**src/rtl/rcu_consts.vh**
```
`ifndef RCU_CONSTS_VH
`define RCU_CONSTS_VH

// ****************************************************************
// Register offsets
// ****************************************************************
`define RCU_OFS_STATUS 12'h100
`define RCU_OFS_FAST_BUS 12'h104
`define RCU_OFS_PERIPH0 12'h108
`define RCU_OFS_PERIPH1 12'h10C
`define RCU_OFS_IRQ_STATUS 12'h110
`define RCU_OFS_IRQ_MASK 12'h114

// ****************************************************************
// Reset values and implemented bit masks
// ****************************************************************
`define RCU_STATUS_RESET 4'h8
`define RCU_STATUS_MASK 32'h0000000F
`define RCU_FAST_BUS_MASK 32'h00000300
`define RCU_PERIPH0_MASK 32'h0000C511
`define RCU_PERIPH1_MASK 32'h31010110
`define RCU_IRQ_MASK_RESET 4'h0

// ****************************************************************
// Status field positions
// ****************************************************************
`define RCU_BIT_COLD 3
`define RCU_BIT_WDOG 2
`define RCU_BIT_PIN 1
`define RCU_BIT_SWREQ 0

// ****************************************************************
// Unit reset bit positions
// ****************************************************************
`define RCU_BIT_PORT_B 9
`define RCU_BIT_PORT_A 8
`define RCU_BIT_EXTI 15
`define RCU_BIT_AFIO 14
`define RCU_BIT_UART 10
`define RCU_BIT_USART 8
`define RCU_BIT_SPI 4
`define RCU_BIT_I2C 0
`define RCU_BIT_TMR1 29
`define RCU_BIT_TMR0 28
`define RCU_BIT_ADC 24
`define RCU_BIT_BTMR 16
`define RCU_BIT_GTMR 8
`define RCU_BIT_WDT 4

// ****************************************************************
// Timing
// ****************************************************************
`define RCU_CLK_PERIOD_NS 50
`define RCU_FILTER_TIME_NS 200
`define RCU_UNIT_HOLD_CYCLES 8

`endif

```
**src/rtl/rcu_reset_control_unit.v**
```verilog
// The address-and-strobe port is this design's own decision.
`timescale 1ns/1ps
// Notes on behaviour
// - Cold, system and per-unit reset kinds
// - Cold reset reaches every block
// - System reset spares the debug controller
// - Cold reset inputs pass glitch filters
// - Core-supply reset holds until supply ready
// - Enabled brown-out raises flag, resets cold
// - System reset from four sources
// - Bus units reset on cold or system
// - Unit bits self-clear; zero writes ignored
// - Cold flag bit 3, write-1 clear
// - Watchdog flag bit 2, cleared also cold
// - Pin flag bit 1, cleared also cold
// - Request flag bit 0, cleared also cold
// - Fast bus bits 9 and 8 ports
// - Periph0 bits 15 interrupt, 14 pins
// - Periph0 bits 10, 8, 4, 0
// - Periph1 bits 29, 28, 24
// - Periph1 bits 16, 8, 4
`include "rcu_consts.vh"

module rcu_reset_control_unit #(
  parameter ADDR_W = 12,
  parameter FILTER_NS = `RCU_FILTER_TIME_NS,
  parameter HOLD_CYCLES = `RCU_UNIT_HOLD_CYCLES
) (
  input wire core_clk,
  input wire sys_rst,
  input wire [ADDR_W-1:0] reg_addr,
  input wire [31:0] reg_wdata,
  input wire reg_wr,
  input wire reg_rd,
  output reg [31:0] reg_rdata,
  output wire irq,
  input wire ext_cold_reset_n,
  input wire gen_cold_reset_n,
  input wire core_supply_ready,
  input wire brownout_enable,
  input wire brownout_event,
  input wire watchdog_reset_n,
  input wire external_reset_pin_n,
  input wire software_system_reset_request,
  output reg core_supply_ready_reset_n,
  output reg brownout_flag_signal,
  output reg cold_reset_n,
  output reg system_reset_n,
  output reg debug_reset_n,
  output reg port_a_reset_n,
  output reg port_b_reset_n,
  output reg ext_interrupt_reset_n,
  output reg alt_function_reset_n,
  output reg uart_reset_n,
  output reg usart_reset_n,
  output reg spi_reset_n,
  output reg i2c_reset_n,
  output reg single_timer1_reset_n,
  output reg single_timer0_reset_n,
  output reg converter_reset_n,
  output reg basic_timer_reset_n,
  output reg general_timer_reset_n,
  output reg watchdog_unit_reset_n
);

  // ****************************************************************
  // Derived counts
  // ****************************************************************
  localparam FILTER_CYCLES = (FILTER_NS + `RCU_CLK_PERIOD_NS - 1) / `RCU_CLK_PERIOD_NS;
  localparam FILT_N = (FILTER_CYCLES < 1) ? 1 : FILTER_CYCLES;
  localparam FCW = 8;
  localparam HCW = 8;
  localparam NSRC = 3;

  // ****************************************************************
  // Glitch filters: ext cold, gen cold, reset pin
  // ****************************************************************
  wire [NSRC-1:0] raw_low;
  wire [NSRC-1:0] filt_low;
  assign raw_low = {~external_reset_pin_n, ~gen_cold_reset_n, ~ext_cold_reset_n};

  genvar gi;
  generate
    for (gi = 0; gi < NSRC; gi = gi + 1)
    begin : g_filt
      reg [FCW-1:0] cnt;
      reg flt;
      assign filt_low[gi] = flt;
      always @(posedge core_clk or posedge sys_rst)
      begin
        if (sys_rst)
        begin
          cnt <= {FCW{1'b0}};
          flt <= 1'b0;
        end
        else if (raw_low[gi] == flt)
        begin
          cnt <= {FCW{1'b0}};
        end
        else if (cnt == FILT_N[FCW-1:0] - 8'h01)
        begin
          cnt <= {FCW{1'b0}};
          flt <= raw_low[gi];
        end
        else
        begin
          cnt <= cnt + 8'h01;
        end
      end
    end
  endgenerate

  // ****************************************************************
  // Reset sources
  // ****************************************************************
  wire power_down_reset;
  wire cold_src;
  wire wdog_src;
  wire pin_src;
  wire swreq_src;
  wire sys_src;
  assign power_down_reset = brownout_enable & brownout_event;
  assign cold_src = filt_low[0] | filt_low[1] | ~core_supply_ready | power_down_reset;
  assign wdog_src = ~watchdog_reset_n;
  assign pin_src = filt_low[2];
  assign swreq_src = software_system_reset_request;
  assign sys_src = cold_src | wdog_src | pin_src | swreq_src;

  reg [3:0] src_q;
  wire [3:0] src_now;
  wire [3:0] src_rise;
  assign src_now = {cold_src, wdog_src, pin_src, swreq_src};
  assign src_rise = src_now & ~src_q;

  // ****************************************************************
  // Register decode
  // ****************************************************************
  function hit;
    input [ADDR_W-1:0] a;
    input [11:0] ofs;
    begin
      hit = (a == ofs);
    end
  endfunction

  wire wr_status;
  wire wr_fast;
  wire wr_p0;
  wire wr_p1;
  wire wr_mask;
  wire rd_irq;
  assign wr_status = reg_wr & hit(reg_addr, `RCU_OFS_STATUS);
  assign wr_fast = reg_wr & hit(reg_addr, `RCU_OFS_FAST_BUS);
  assign wr_p0 = reg_wr & hit(reg_addr, `RCU_OFS_PERIPH0);
  assign wr_p1 = reg_wr & hit(reg_addr, `RCU_OFS_PERIPH1);
  assign wr_mask = reg_wr & hit(reg_addr, `RCU_OFS_IRQ_MASK);
  assign rd_irq = reg_rd & hit(reg_addr, `RCU_OFS_IRQ_STATUS);

  // ****************************************************************
  // Reset status flags
  // ****************************************************************
  reg [3:0] status;
  reg [3:0] next_status;
  always @*
  begin
    next_status = status;
    if (wr_status)
    begin
      next_status = status & ~reg_wdata[3:0];
    end
    next_status[`RCU_BIT_WDOG] = next_status[`RCU_BIT_WDOG] | wdog_src;
    next_status[`RCU_BIT_PIN] = next_status[`RCU_BIT_PIN] | pin_src;
    next_status[`RCU_BIT_SWREQ] = next_status[`RCU_BIT_SWREQ] | swreq_src;
    if (cold_src)
    begin
      next_status[`RCU_BIT_WDOG] = 1'b0;
      next_status[`RCU_BIT_PIN] = 1'b0;
      next_status[`RCU_BIT_SWREQ] = 1'b0;
      next_status[`RCU_BIT_COLD] = 1'b1;
    end
  end

  // ****************************************************************
  // Interrupt status and mask
  // ****************************************************************
  reg [3:0] irq_status;
  reg [3:0] irq_mask;
  wire [3:0] next_irq_status;
  assign next_irq_status = (rd_irq ? 4'h0 : irq_status) | src_rise;
  assign irq = |(irq_status & irq_mask);

  always @(posedge core_clk or posedge sys_rst)
  begin
    if (sys_rst)
    begin
      status <= `RCU_STATUS_RESET;
      src_q <= 4'h0;
      irq_status <= 4'h0;
      irq_mask <= `RCU_IRQ_MASK_RESET;
    end
    else
    begin
      status <= next_status;
      src_q <= src_now;
      irq_status <= next_irq_status;
      if (wr_mask)
      begin
        irq_mask <= reg_wdata[3:0];
      end
    end
  end

  // ****************************************************************
  // Self-clearing unit reset bits
  // ****************************************************************
  reg [31:0] fast_bits;
  reg [31:0] p0_bits;
  reg [31:0] p1_bits;
  reg [HCW-1:0] fast_cnt;
  reg [HCW-1:0] p0_cnt;
  reg [HCW-1:0] p1_cnt;
  wire [31:0] fast_set;
  wire [31:0] p0_set;
  wire [31:0] p1_set;
  assign fast_set = wr_fast ? (reg_wdata & `RCU_FAST_BUS_MASK) : 32'h00000000;
  assign p0_set = wr_p0 ? (reg_wdata & `RCU_PERIPH0_MASK) : 32'h00000000;
  assign p1_set = wr_p1 ? (reg_wdata & `RCU_PERIPH1_MASK) : 32'h00000000;

  always @(posedge core_clk or posedge sys_rst)
  begin
    if (sys_rst)
    begin
      fast_bits <= 32'h00000000;
      p0_bits <= 32'h00000000;
      p1_bits <= 32'h00000000;
      fast_cnt <= {HCW{1'b0}};
      p0_cnt <= {HCW{1'b0}};
      p1_cnt <= {HCW{1'b0}};
    end
    else
    begin
      if (fast_set != 32'h00000000)
      begin
        fast_bits <= fast_bits | fast_set;
        fast_cnt <= HOLD_CYCLES[HCW-1:0];
      end
      else if (fast_cnt > 8'h01)
      begin
        fast_cnt <= fast_cnt - 8'h01;
      end
      else
      begin
        fast_cnt <= {HCW{1'b0}};
        fast_bits <= 32'h00000000;
      end
      if (p0_set != 32'h00000000)
      begin
        p0_bits <= p0_bits | p0_set;
        p0_cnt <= HOLD_CYCLES[HCW-1:0];
      end
      else if (p0_cnt > 8'h01)
      begin
        p0_cnt <= p0_cnt - 8'h01;
      end
      else
      begin
        p0_cnt <= {HCW{1'b0}};
        p0_bits <= 32'h00000000;
      end
      if (p1_set != 32'h00000000)
      begin
        p1_bits <= p1_bits | p1_set;
        p1_cnt <= HOLD_CYCLES[HCW-1:0];
      end
      else if (p1_cnt > 8'h01)
      begin
        p1_cnt <= p1_cnt - 8'h01;
      end
      else
      begin
        p1_cnt <= {HCW{1'b0}};
        p1_bits <= 32'h00000000;
      end
    end
  end

  // ****************************************************************
  // Reset outputs
  // ****************************************************************
  wire hw_unit;
  assign hw_unit = cold_src | sys_src;

  always @(posedge core_clk or posedge sys_rst)
  begin
    if (sys_rst)
    begin
      core_supply_ready_reset_n <= 1'b0;
      brownout_flag_signal <= 1'b0;
      cold_reset_n <= 1'b0;
      system_reset_n <= 1'b0;
      debug_reset_n <= 1'b0;
      port_a_reset_n <= 1'b0;
      port_b_reset_n <= 1'b0;
      ext_interrupt_reset_n <= 1'b0;
      alt_function_reset_n <= 1'b0;
      uart_reset_n <= 1'b0;
      usart_reset_n <= 1'b0;
      spi_reset_n <= 1'b0;
      i2c_reset_n <= 1'b0;
      single_timer1_reset_n <= 1'b0;
      single_timer0_reset_n <= 1'b0;
      converter_reset_n <= 1'b0;
      basic_timer_reset_n <= 1'b0;
      general_timer_reset_n <= 1'b0;
      watchdog_unit_reset_n <= 1'b0;
    end
    else
    begin
      core_supply_ready_reset_n <= core_supply_ready;
      brownout_flag_signal <= power_down_reset;
      cold_reset_n <= ~cold_src;
      system_reset_n <= ~sys_src;
      debug_reset_n <= ~cold_src;
      port_a_reset_n <= ~(hw_unit | fast_bits[`RCU_BIT_PORT_A]);
      port_b_reset_n <= ~(hw_unit | fast_bits[`RCU_BIT_PORT_B]);
      ext_interrupt_reset_n <= ~(hw_unit | p0_bits[`RCU_BIT_EXTI]);
      alt_function_reset_n <= ~(hw_unit | p0_bits[`RCU_BIT_AFIO]);
      uart_reset_n <= ~(hw_unit | p0_bits[`RCU_BIT_UART]);
      usart_reset_n <= ~(hw_unit | p0_bits[`RCU_BIT_USART]);
      spi_reset_n <= ~(hw_unit | p0_bits[`RCU_BIT_SPI]);
      i2c_reset_n <= ~(hw_unit | p0_bits[`RCU_BIT_I2C]);
      single_timer1_reset_n <= ~(hw_unit | p1_bits[`RCU_BIT_TMR1]);
      single_timer0_reset_n <= ~(hw_unit | p1_bits[`RCU_BIT_TMR0]);
      converter_reset_n <= ~(hw_unit | p1_bits[`RCU_BIT_ADC]);
      basic_timer_reset_n <= ~(hw_unit | p1_bits[`RCU_BIT_BTMR]);
      general_timer_reset_n <= ~(hw_unit | p1_bits[`RCU_BIT_GTMR]);
      watchdog_unit_reset_n <= ~(hw_unit | p1_bits[`RCU_BIT_WDT]);
    end
  end

  // ****************************************************************
  // Read data, one cycle after the strobe
  // ****************************************************************
  reg [31:0] next_rdata;
  always @*
  begin
    next_rdata = 32'h00000000;
    if (reg_rd)
    begin
      if (hit(reg_addr, `RCU_OFS_STATUS))
      begin
        next_rdata = {28'h0000000, status};
      end
      else if (hit(reg_addr, `RCU_OFS_FAST_BUS))
      begin
        next_rdata = fast_bits & `RCU_FAST_BUS_MASK;
      end
      else if (hit(reg_addr, `RCU_OFS_PERIPH0))
      begin
        next_rdata = p0_bits & `RCU_PERIPH0_MASK;
      end
      else if (hit(reg_addr, `RCU_OFS_PERIPH1))
      begin
        next_rdata = p1_bits & `RCU_PERIPH1_MASK;
      end
      else if (hit(reg_addr, `RCU_OFS_IRQ_STATUS))
      begin
        next_rdata = {28'h0000000, irq_status};
      end
      else if (hit(reg_addr, `RCU_OFS_IRQ_MASK))
      begin
        next_rdata = {28'h0000000, irq_mask};
      end
      else
      begin
        next_rdata = 32'h00000000;
      end
    end
  end

  always @(posedge core_clk or posedge sys_rst)
  begin
    if (sys_rst)
    begin
      reg_rdata <= 32'h00000000;
    end
    else
    begin
      reg_rdata <= next_rdata;
    end
  end

endmodule // rcu_reset_control_unit

```
**config.mk**
```make
export PLATFORM = sky130hd
export DESIGN_NAME = rcu_reset_control_unit
export DESIGN_NICKNAME = d
export VERILOG_FILES = /design/src/rtl/rcu_reset_control_unit.v
export VERILOG_INCLUDE_DIRS = /design/src /design/src/rtl
export SDC_FILE = /design/constraint.sdc
export NUM_CORES = 1
export LEC_CHECK = 0
export BUFFER_PORTS_ARGS = -buffer_cell sky130_fd_sc_hd__buf_2
export CAP_MARGIN = 40
export CORE_MARGIN = 3
export CORE_UTILIZATION = 24
export CTS_BUF_LIST = sky130_fd_sc_hd__clkbuf_8
export DETAILED_ROUTE_END_ITERATION = 12
export GPL_TIMING_DRIVEN = 0
export PLACE_DENSITY = 0.39
export SYNTH_ARGS = -nofsm -noshare
export SYNTH_HDL_FRONTEND = slang
export SYNTH_SLANG_ARGS = --single-unit
```
**constraint.sdc**
```tcl
create_clock -name core_clk -period 5.68 [get_ports core_clk]
set_clock_uncertainty 0.05 [all_clocks]
set_input_delay 1.136 -clock core_clk [delete_from_list [all_inputs] [get_ports core_clk]]
set_output_delay 1.136 -clock core_clk [all_outputs]
set_load 0.01 [all_outputs]
```
# Word level (Yosys, flattened, before mapping)
# Index checks and enable logic that the tools add are counted.
op_classes:
  n_addsub: 6
  mul: 0
  div: 0
  n_lt_le_gt_ge: 3
  n_eq_ne: 15
  shift: 0
  mux: 31
  bitwise: 64
  reduce_logical: 8
op_table:
  columns: ["op", "count"]
  rows:
  - ["$mux W32", 6]
  - ["$mux W30", 6]
  - ["$mux W8", 12]
  - ["$reduce_bool A32 Y1", 3]
  - ["$eq A12 B9 Y1 const B", 6]
  - ["$or A32 B10 Y32", 1]
  - ["$or A32 B16 Y32", 1]
  - ["$or A32 B30 Y32", 1]
  - ["$add A8 B1 Y8 const B", 3]
  - ["$eq A8 B2 Y1 const B", 3]
  - ["$gt A8 B1 Y1 const B", 3]
  - ["$not A1 Y1", 24]
  - ["$or A1 B1 Y1", 24]
  - ["$sub A8 B1 Y8 const B", 3]
  - ["$mux W4", 5]
  - ["$mux W16", 1]
  - ["$and A4 B4 Y4", 3]
  - ["$mux W10", 1]
  - ["$not A4 Y4", 2]
  - ["$and A1 B1 Y1", 7]
  - ["$ne A2 B2 Y1 const B", 3]
  - ["$reduce_and A2 Y1", 3]
  - ["$or A4 B4 Y4", 1]
  - ["$reduce_or A4 Y1", 1]
  - ["other kinds (2)", 4]
word_totals:
  regBits: 213
  latchBits: 0
  ram_bits: 0
  mem_bits_ro: 0
  input_bits: 56
  output_inout_bits: 52
  elab_cells: 163
  memories: 0

# Logic depth before layout (Yosys ltp)
depth:
  depth_word: 9
  mapped_depth: 8
  ltp_nobuf: 6

# Least setup slack after synthesis
# No wires, ideal clock.
synth_timing:
  kind: "input to register"
  startpoint: "input reg_addr[9]"
  endpoint: "register p0_cnt[2]"
  setup_ns: 0.120
  arrival_ns: 2.528
  required_time_ns: 5.510
  slack_ns: 2.982
  path_stages: 4
  n_path_buf: 0
  path_cell_list: "or4b_1 > nor4b_4 > a21bo_2 > nor2_1"
synth_via:
  elab_chain_len: 5
synth_rtl:
  columns: ["element", "line", "rtl"]
  rows:
  - ["start, declared", "rcu_reset_control_unit.v:31", "input wire [ADDR_W-1:0] reg_addr,"]
  - ["$eq A12 B9 Y1", "rcu_reset_control_unit.v:142", "hit = (a == ofs);"]
  - ["$and A1 B1 Y1", "rcu_reset_control_unit.v:154", "assign wr_p0 = reg_wr & hit(reg_addr, `RCU_OFS_PERIPH0);"]
  - ["$mux W16", "rcu_reset_control_unit.v:226", "assign p0_set = wr_p0 ? (reg_wdata & `RCU_PERIPH0_MASK) : 32'h00000000;"]
  - ["$reduce_bool A32 Y1", "rcu_reset_control_unit.v:256", "if (p0_set != 32'h00000000)"]
  - ["$mux W8", "rcu_reset_control_unit.v:256", null]
  - ["end signal, assigned", "rcu_reset_control_unit.v:237", "p0_cnt <= {HCW{1'b0}};"]
  - ["end signal, assigned", "rcu_reset_control_unit.v:259", "p0_cnt <= HOLD_CYCLES[HCW-1:0];"]
  - ["end signal, assigned", "rcu_reset_control_unit.v:263", "p0_cnt <= p0_cnt - 8'h01;"]
  - ["end, declared", "rcu_reset_control_unit.v:220", "reg [HCW-1:0] p0_cnt;"]
# No other way between the ends.
# A chain may end at the register's enable or synchronous reset.

# Worst setup path after layout
layout_timing:
  startpoint: "input reg_addr[9]"
  endpoint: "register irq_status[0]"
layout_via:
  elab_chain_len: 4
layout_rtl:
  columns: ["element", "line", "rtl"]
  rows:
  - ["$eq A12 B9 Y1", "rcu_reset_control_unit.v:142", null]
  - ["$and A1 B1 Y1", "rcu_reset_control_unit.v:157", "assign rd_irq = reg_rd & hit(reg_addr, `RCU_OFS_IRQ_STATUS);"]
  - ["$mux W4", "rcu_reset_control_unit.v:189", "assign next_irq_status = (rd_irq ? 4'h0 : irq_status) | src_rise;"]
  - ["$or A4 B4 Y4", "rcu_reset_control_unit.v:189", null]
  - ["named net next_irq_status[0]", "rcu_reset_control_unit.v:188", "wire [3:0] next_irq_status;"]
  - ["end signal, assigned", "rcu_reset_control_unit.v:205", "irq_status <= next_irq_status;"]
  - ["end, declared", "rcu_reset_control_unit.v:186", "reg [3:0] irq_status;"]
# The timed path passes the listed nets, and every way through them passes these cells.

==> flow_summary_export.csv <==
group,metric,value,unit
grt,grt_pass1_vias,3579,
floorplanning,core-area,0.01985,mm²
cells_and_area,antenna_cells,0,
place,routabilityCongestion,0.7717,
detailed_routing,wl_per_cell,13.56,µm
logic_synthesis,synth_cell_types,50,
clock_tree,cts.clk_slew.worst_paths,0.07,ns
detailed_routing,drtIter0Drc,137,
timing,relSlewSlack,0.5722,
timing,tns,0,ns
floorplanning,io_pins,108,
worst_setup_path,cp_num_buf_inv,1,
cells_and_area,stdcell_count,846,
timing,setup_viol,0,
floorplanning,die-area,0.02240,mm²
worst_setup_path,cp_data_arrival_time,2.98,ns
clock_tree,clk_latency,0.43,ns
place,port_buffers,70,
detailed_routing,drc_errors,0,
floorplanning,fp.dieW,149.7,µm
run_status,status,"finished clean",
cells_and_area,area_delta_synth_final,23.54,%
timing,clock.fmax,367.9,MHz
hold_path,min_to,"irq_status[3]",
cells_and_area,multiInputGateArea,0.001947,mm²
worst_setup_path,crit_slowest_cell,"nor4b_2",
pwr,vdd_drop_max,0.1228,mV
grt,grt_max_degree,58,
pwr,pwr_density_cell,369.9,mW/mm²
worst_setup_path,reg2reg_to,"i2c_reset_n",
grt,met3_usage,0.03664,
worst_setup_path,reg2reg_from,"g_filt[0].flt",
cells_and_area,most-common-layout-cells,"112 x dfrtp_1, 91 x nor2_1, 74 x buf_2",
grt,met2_usage,0.1749,
timing,min_period,2.718,ns
clock_tree,numCtsBuffers,17,
clock_tree,postCtsSetupRepairBufs,0,
clock_tree,cts_tree,"yes",
place,hpwl,8320,µm
logic_synthesis,synth-edff-count,0,
worst_setup_path,critPathKind,"input pin to flip-flop",
worst_setup_path,cp-start-kind,"input pin",
cells_and_area,nNetsFinal,633,
timing,rsz0062_at_grt,"no",
worst_setup_path,reg2reg_setup_slack,3.40,ns
worst_setup_path,cp.required,5.95,ns
grt,antenna_found_initial,2,
grt,grt_use_total,0.1076,
grt,grt_pass1_wl,18480,µm
detailed_routing,wl,11470,µm
worst_setup_path,crit_family,"simple AND/OR/NAND/NOR gates",
logic_synthesis,netlist_instances,459,
clock_tree,clockRootBuffer,"clkbuf_8",
floorplanning,num_rows,51,
grt,grt-ovfl-total,0,
cells_and_area,drive_gt1_frac,0.2513,
logic_synthesis,syn_area_per_cell,10.79,µm²
hold_path,hp-start,"src_q[3]",
timing,hold_viol,0,
logic_synthesis,synth-warning-count,0,
worst_setup_path,rr_worst_depth,8,
cells_and_area,seq_area,0.002829,mm²
hold_path,hold_path.class,"flip-flop to flip-flop",
clock_tree,ctsHoldBuffers,0,
timing,fin_crit_sh,0.4785,
hold_path,min_path_cells,1,
cells_and_area,fill_cells,2079,
worst_setup_path,crit_path_max_incr_delay,0.60,ns
logic_synthesis,seq_area_frac_synth,0.5711,
logic_synthesis,synthFlopType,"dfrtp_1",
worst_setup_path,cp-end-kind,"flip-flop",
pwr,p_leak,3.001,nW
timing,drv_slew,0,
clock_tree,htreeDepth,4,
detailed_routing,via_count,3541,
logic_synthesis,netlist_area,0.004954,mm²
detailed_routing,routed_via_density,4.186,
floorplanning,dieHeight,149.7,µm
detailed_routing,first_pass_iters,4,
logic_synthesis,ys_ff_latch,113,
logic_synthesis,async_flop_share,1.000,
clock_tree,clock-sinks,113,
worst_setup_path,crit_chain,"buf_2, nor4b_2, nand3_1, or3b_2, a22o_1",
detailed_routing,ant_nets,0,
job,cap_viol_max_count,0,
worst_setup_path,worst-path-max-fanout,6,
grt,top_usage_layer,"met2",
place,dp.cells,814,
grt,grtUsageMet1,0.1329,
cells_and_area,final_common_cell,"dfrtp_1",
clock_tree,cts_resized,0,
timing,tightest_slew,0.6401,ns
clock_tree,cts_buffer_depth,2,
floorplanning,initial_core_util,0.2496,
## cells in the mapped netlist (all sizes together) (2+ instances only)
cell,instances,area share
dfrtp,112,0.57
nor2,91,0.069
buf,24,0.034
nand3,21,0.021
xor2,21,0.037
nand2,20,0.015
inv,17,0.013
xnor2,17,0.030
a21oi,16,0.018
and2,9,0.011
and3,9,0.011
ha,9,0.023
nor4,9,0.014
nor3,8,0.0081
or4,7,0.011
a22oi,6,0.0091
nor4b,6,0.016
o21a,6,0.0091
o21ai,6,0.0061
mux2,5,0.011
a21boi,4,0.0061
a22o,4,0.0071
clkbuf,3,0.0023
or4b,3,0.0061
a21bo,2,0.0040
a21o,2,0.0030
nand4,2,0.0025
nor3b,2,0.0030
nor4bb,2,0.0040
o2bb2ai,2,0.0035
o31ai,2,0.0040
## cells by family after synthesis
family | Yosys count | synth area share
XOR/XNOR | 38 | 0.06719
buffers and inverters | 44 | 0.04875
other | 1 | 0.0007570
AO/OA/AOI/OAI | 53 | 0.07401
multiplexers | 6 | 0.01339
adder cells (fa/ha/maj) | 9 | 0.02273
flip-flops | 113 | 0.5711
AND/OR/NAND/NOR | 195 | 0.2021
## registers in the layout (all words and copies together), names as in the netlist, 2 cells and up
name        count
g_filt.flt      3
irq_status      4
fast_cnt        8
p0_cnt          8
status          4
fast_bits       2
p1_cnt          8
p1_bits         6
irq_mask        4
src_q           4
g_filt.cnt     24
p0_bits         6
reg_rdata      14
## metal layers
layer  vias to the layer above  wire [µm]
met5                         -         21
met4                         4         87
met3                        10        465
met2                        59       5770
met1                      1711       5128
li1                       1757          -
## worst max-delay path by stage
stage / startpoint / endpoint / slack (ns) / depth (start not counted)
after floorplan: sys_rst / alt_function_reset_n / 1.51 / 1
after global placement: sys_rst / basic_timer_reset_n / 0.04 / 2
after detailed placement: reg_addr[9] / irq_status[0] / 2.43 / 5
after CTS: reg_addr[9] / irq_status[0] / 2.90 / 5
after global routing: brownout_enable / i2c_reset_n / 2.83 / 9
final: reg_addr[9] / irq_status[0] / 2.96 / 5
## cell type report
cell class / instances / area share
Inverter: 17 / 0.01125
Buffer: 27 / 0.02903
Clock buffer: 19 / 0.04273
Tap cell: 265 / 0.05418
Sequential cell: 113 / 0.4623
Clock inverter: 13 / 0.01820
Timing Repair Buffer: 73 / 0.06420
Multi-Input combinational cell: 319 / 0.3181
## per-stage QoR
step	hold WS, ns	util	area (µm²)	power, mW	setup WS (ns)
2_1_floorplan	0.3428	-	5017	1.430	1.508
5_1_grt	0.3808	0.3084	6120	2.434	2.832
6_report	0.3569	0.3084	6120	2.264	2.962
3_3_place_gp	0.3462	0.2872	5699	1.559	0.03844
3_5_place_dp	0.3546	0.2896	5747	1.574	2.429
4_1_cts	0.3605	0.3084	6120	2.306	2.899
## report_power, final
group          internal (mW)  switching [mW]
logic                  0.217           0.258
registers              0.947           0.130
clock network          0.367           0.345
(Power assumes the default switching activity.)
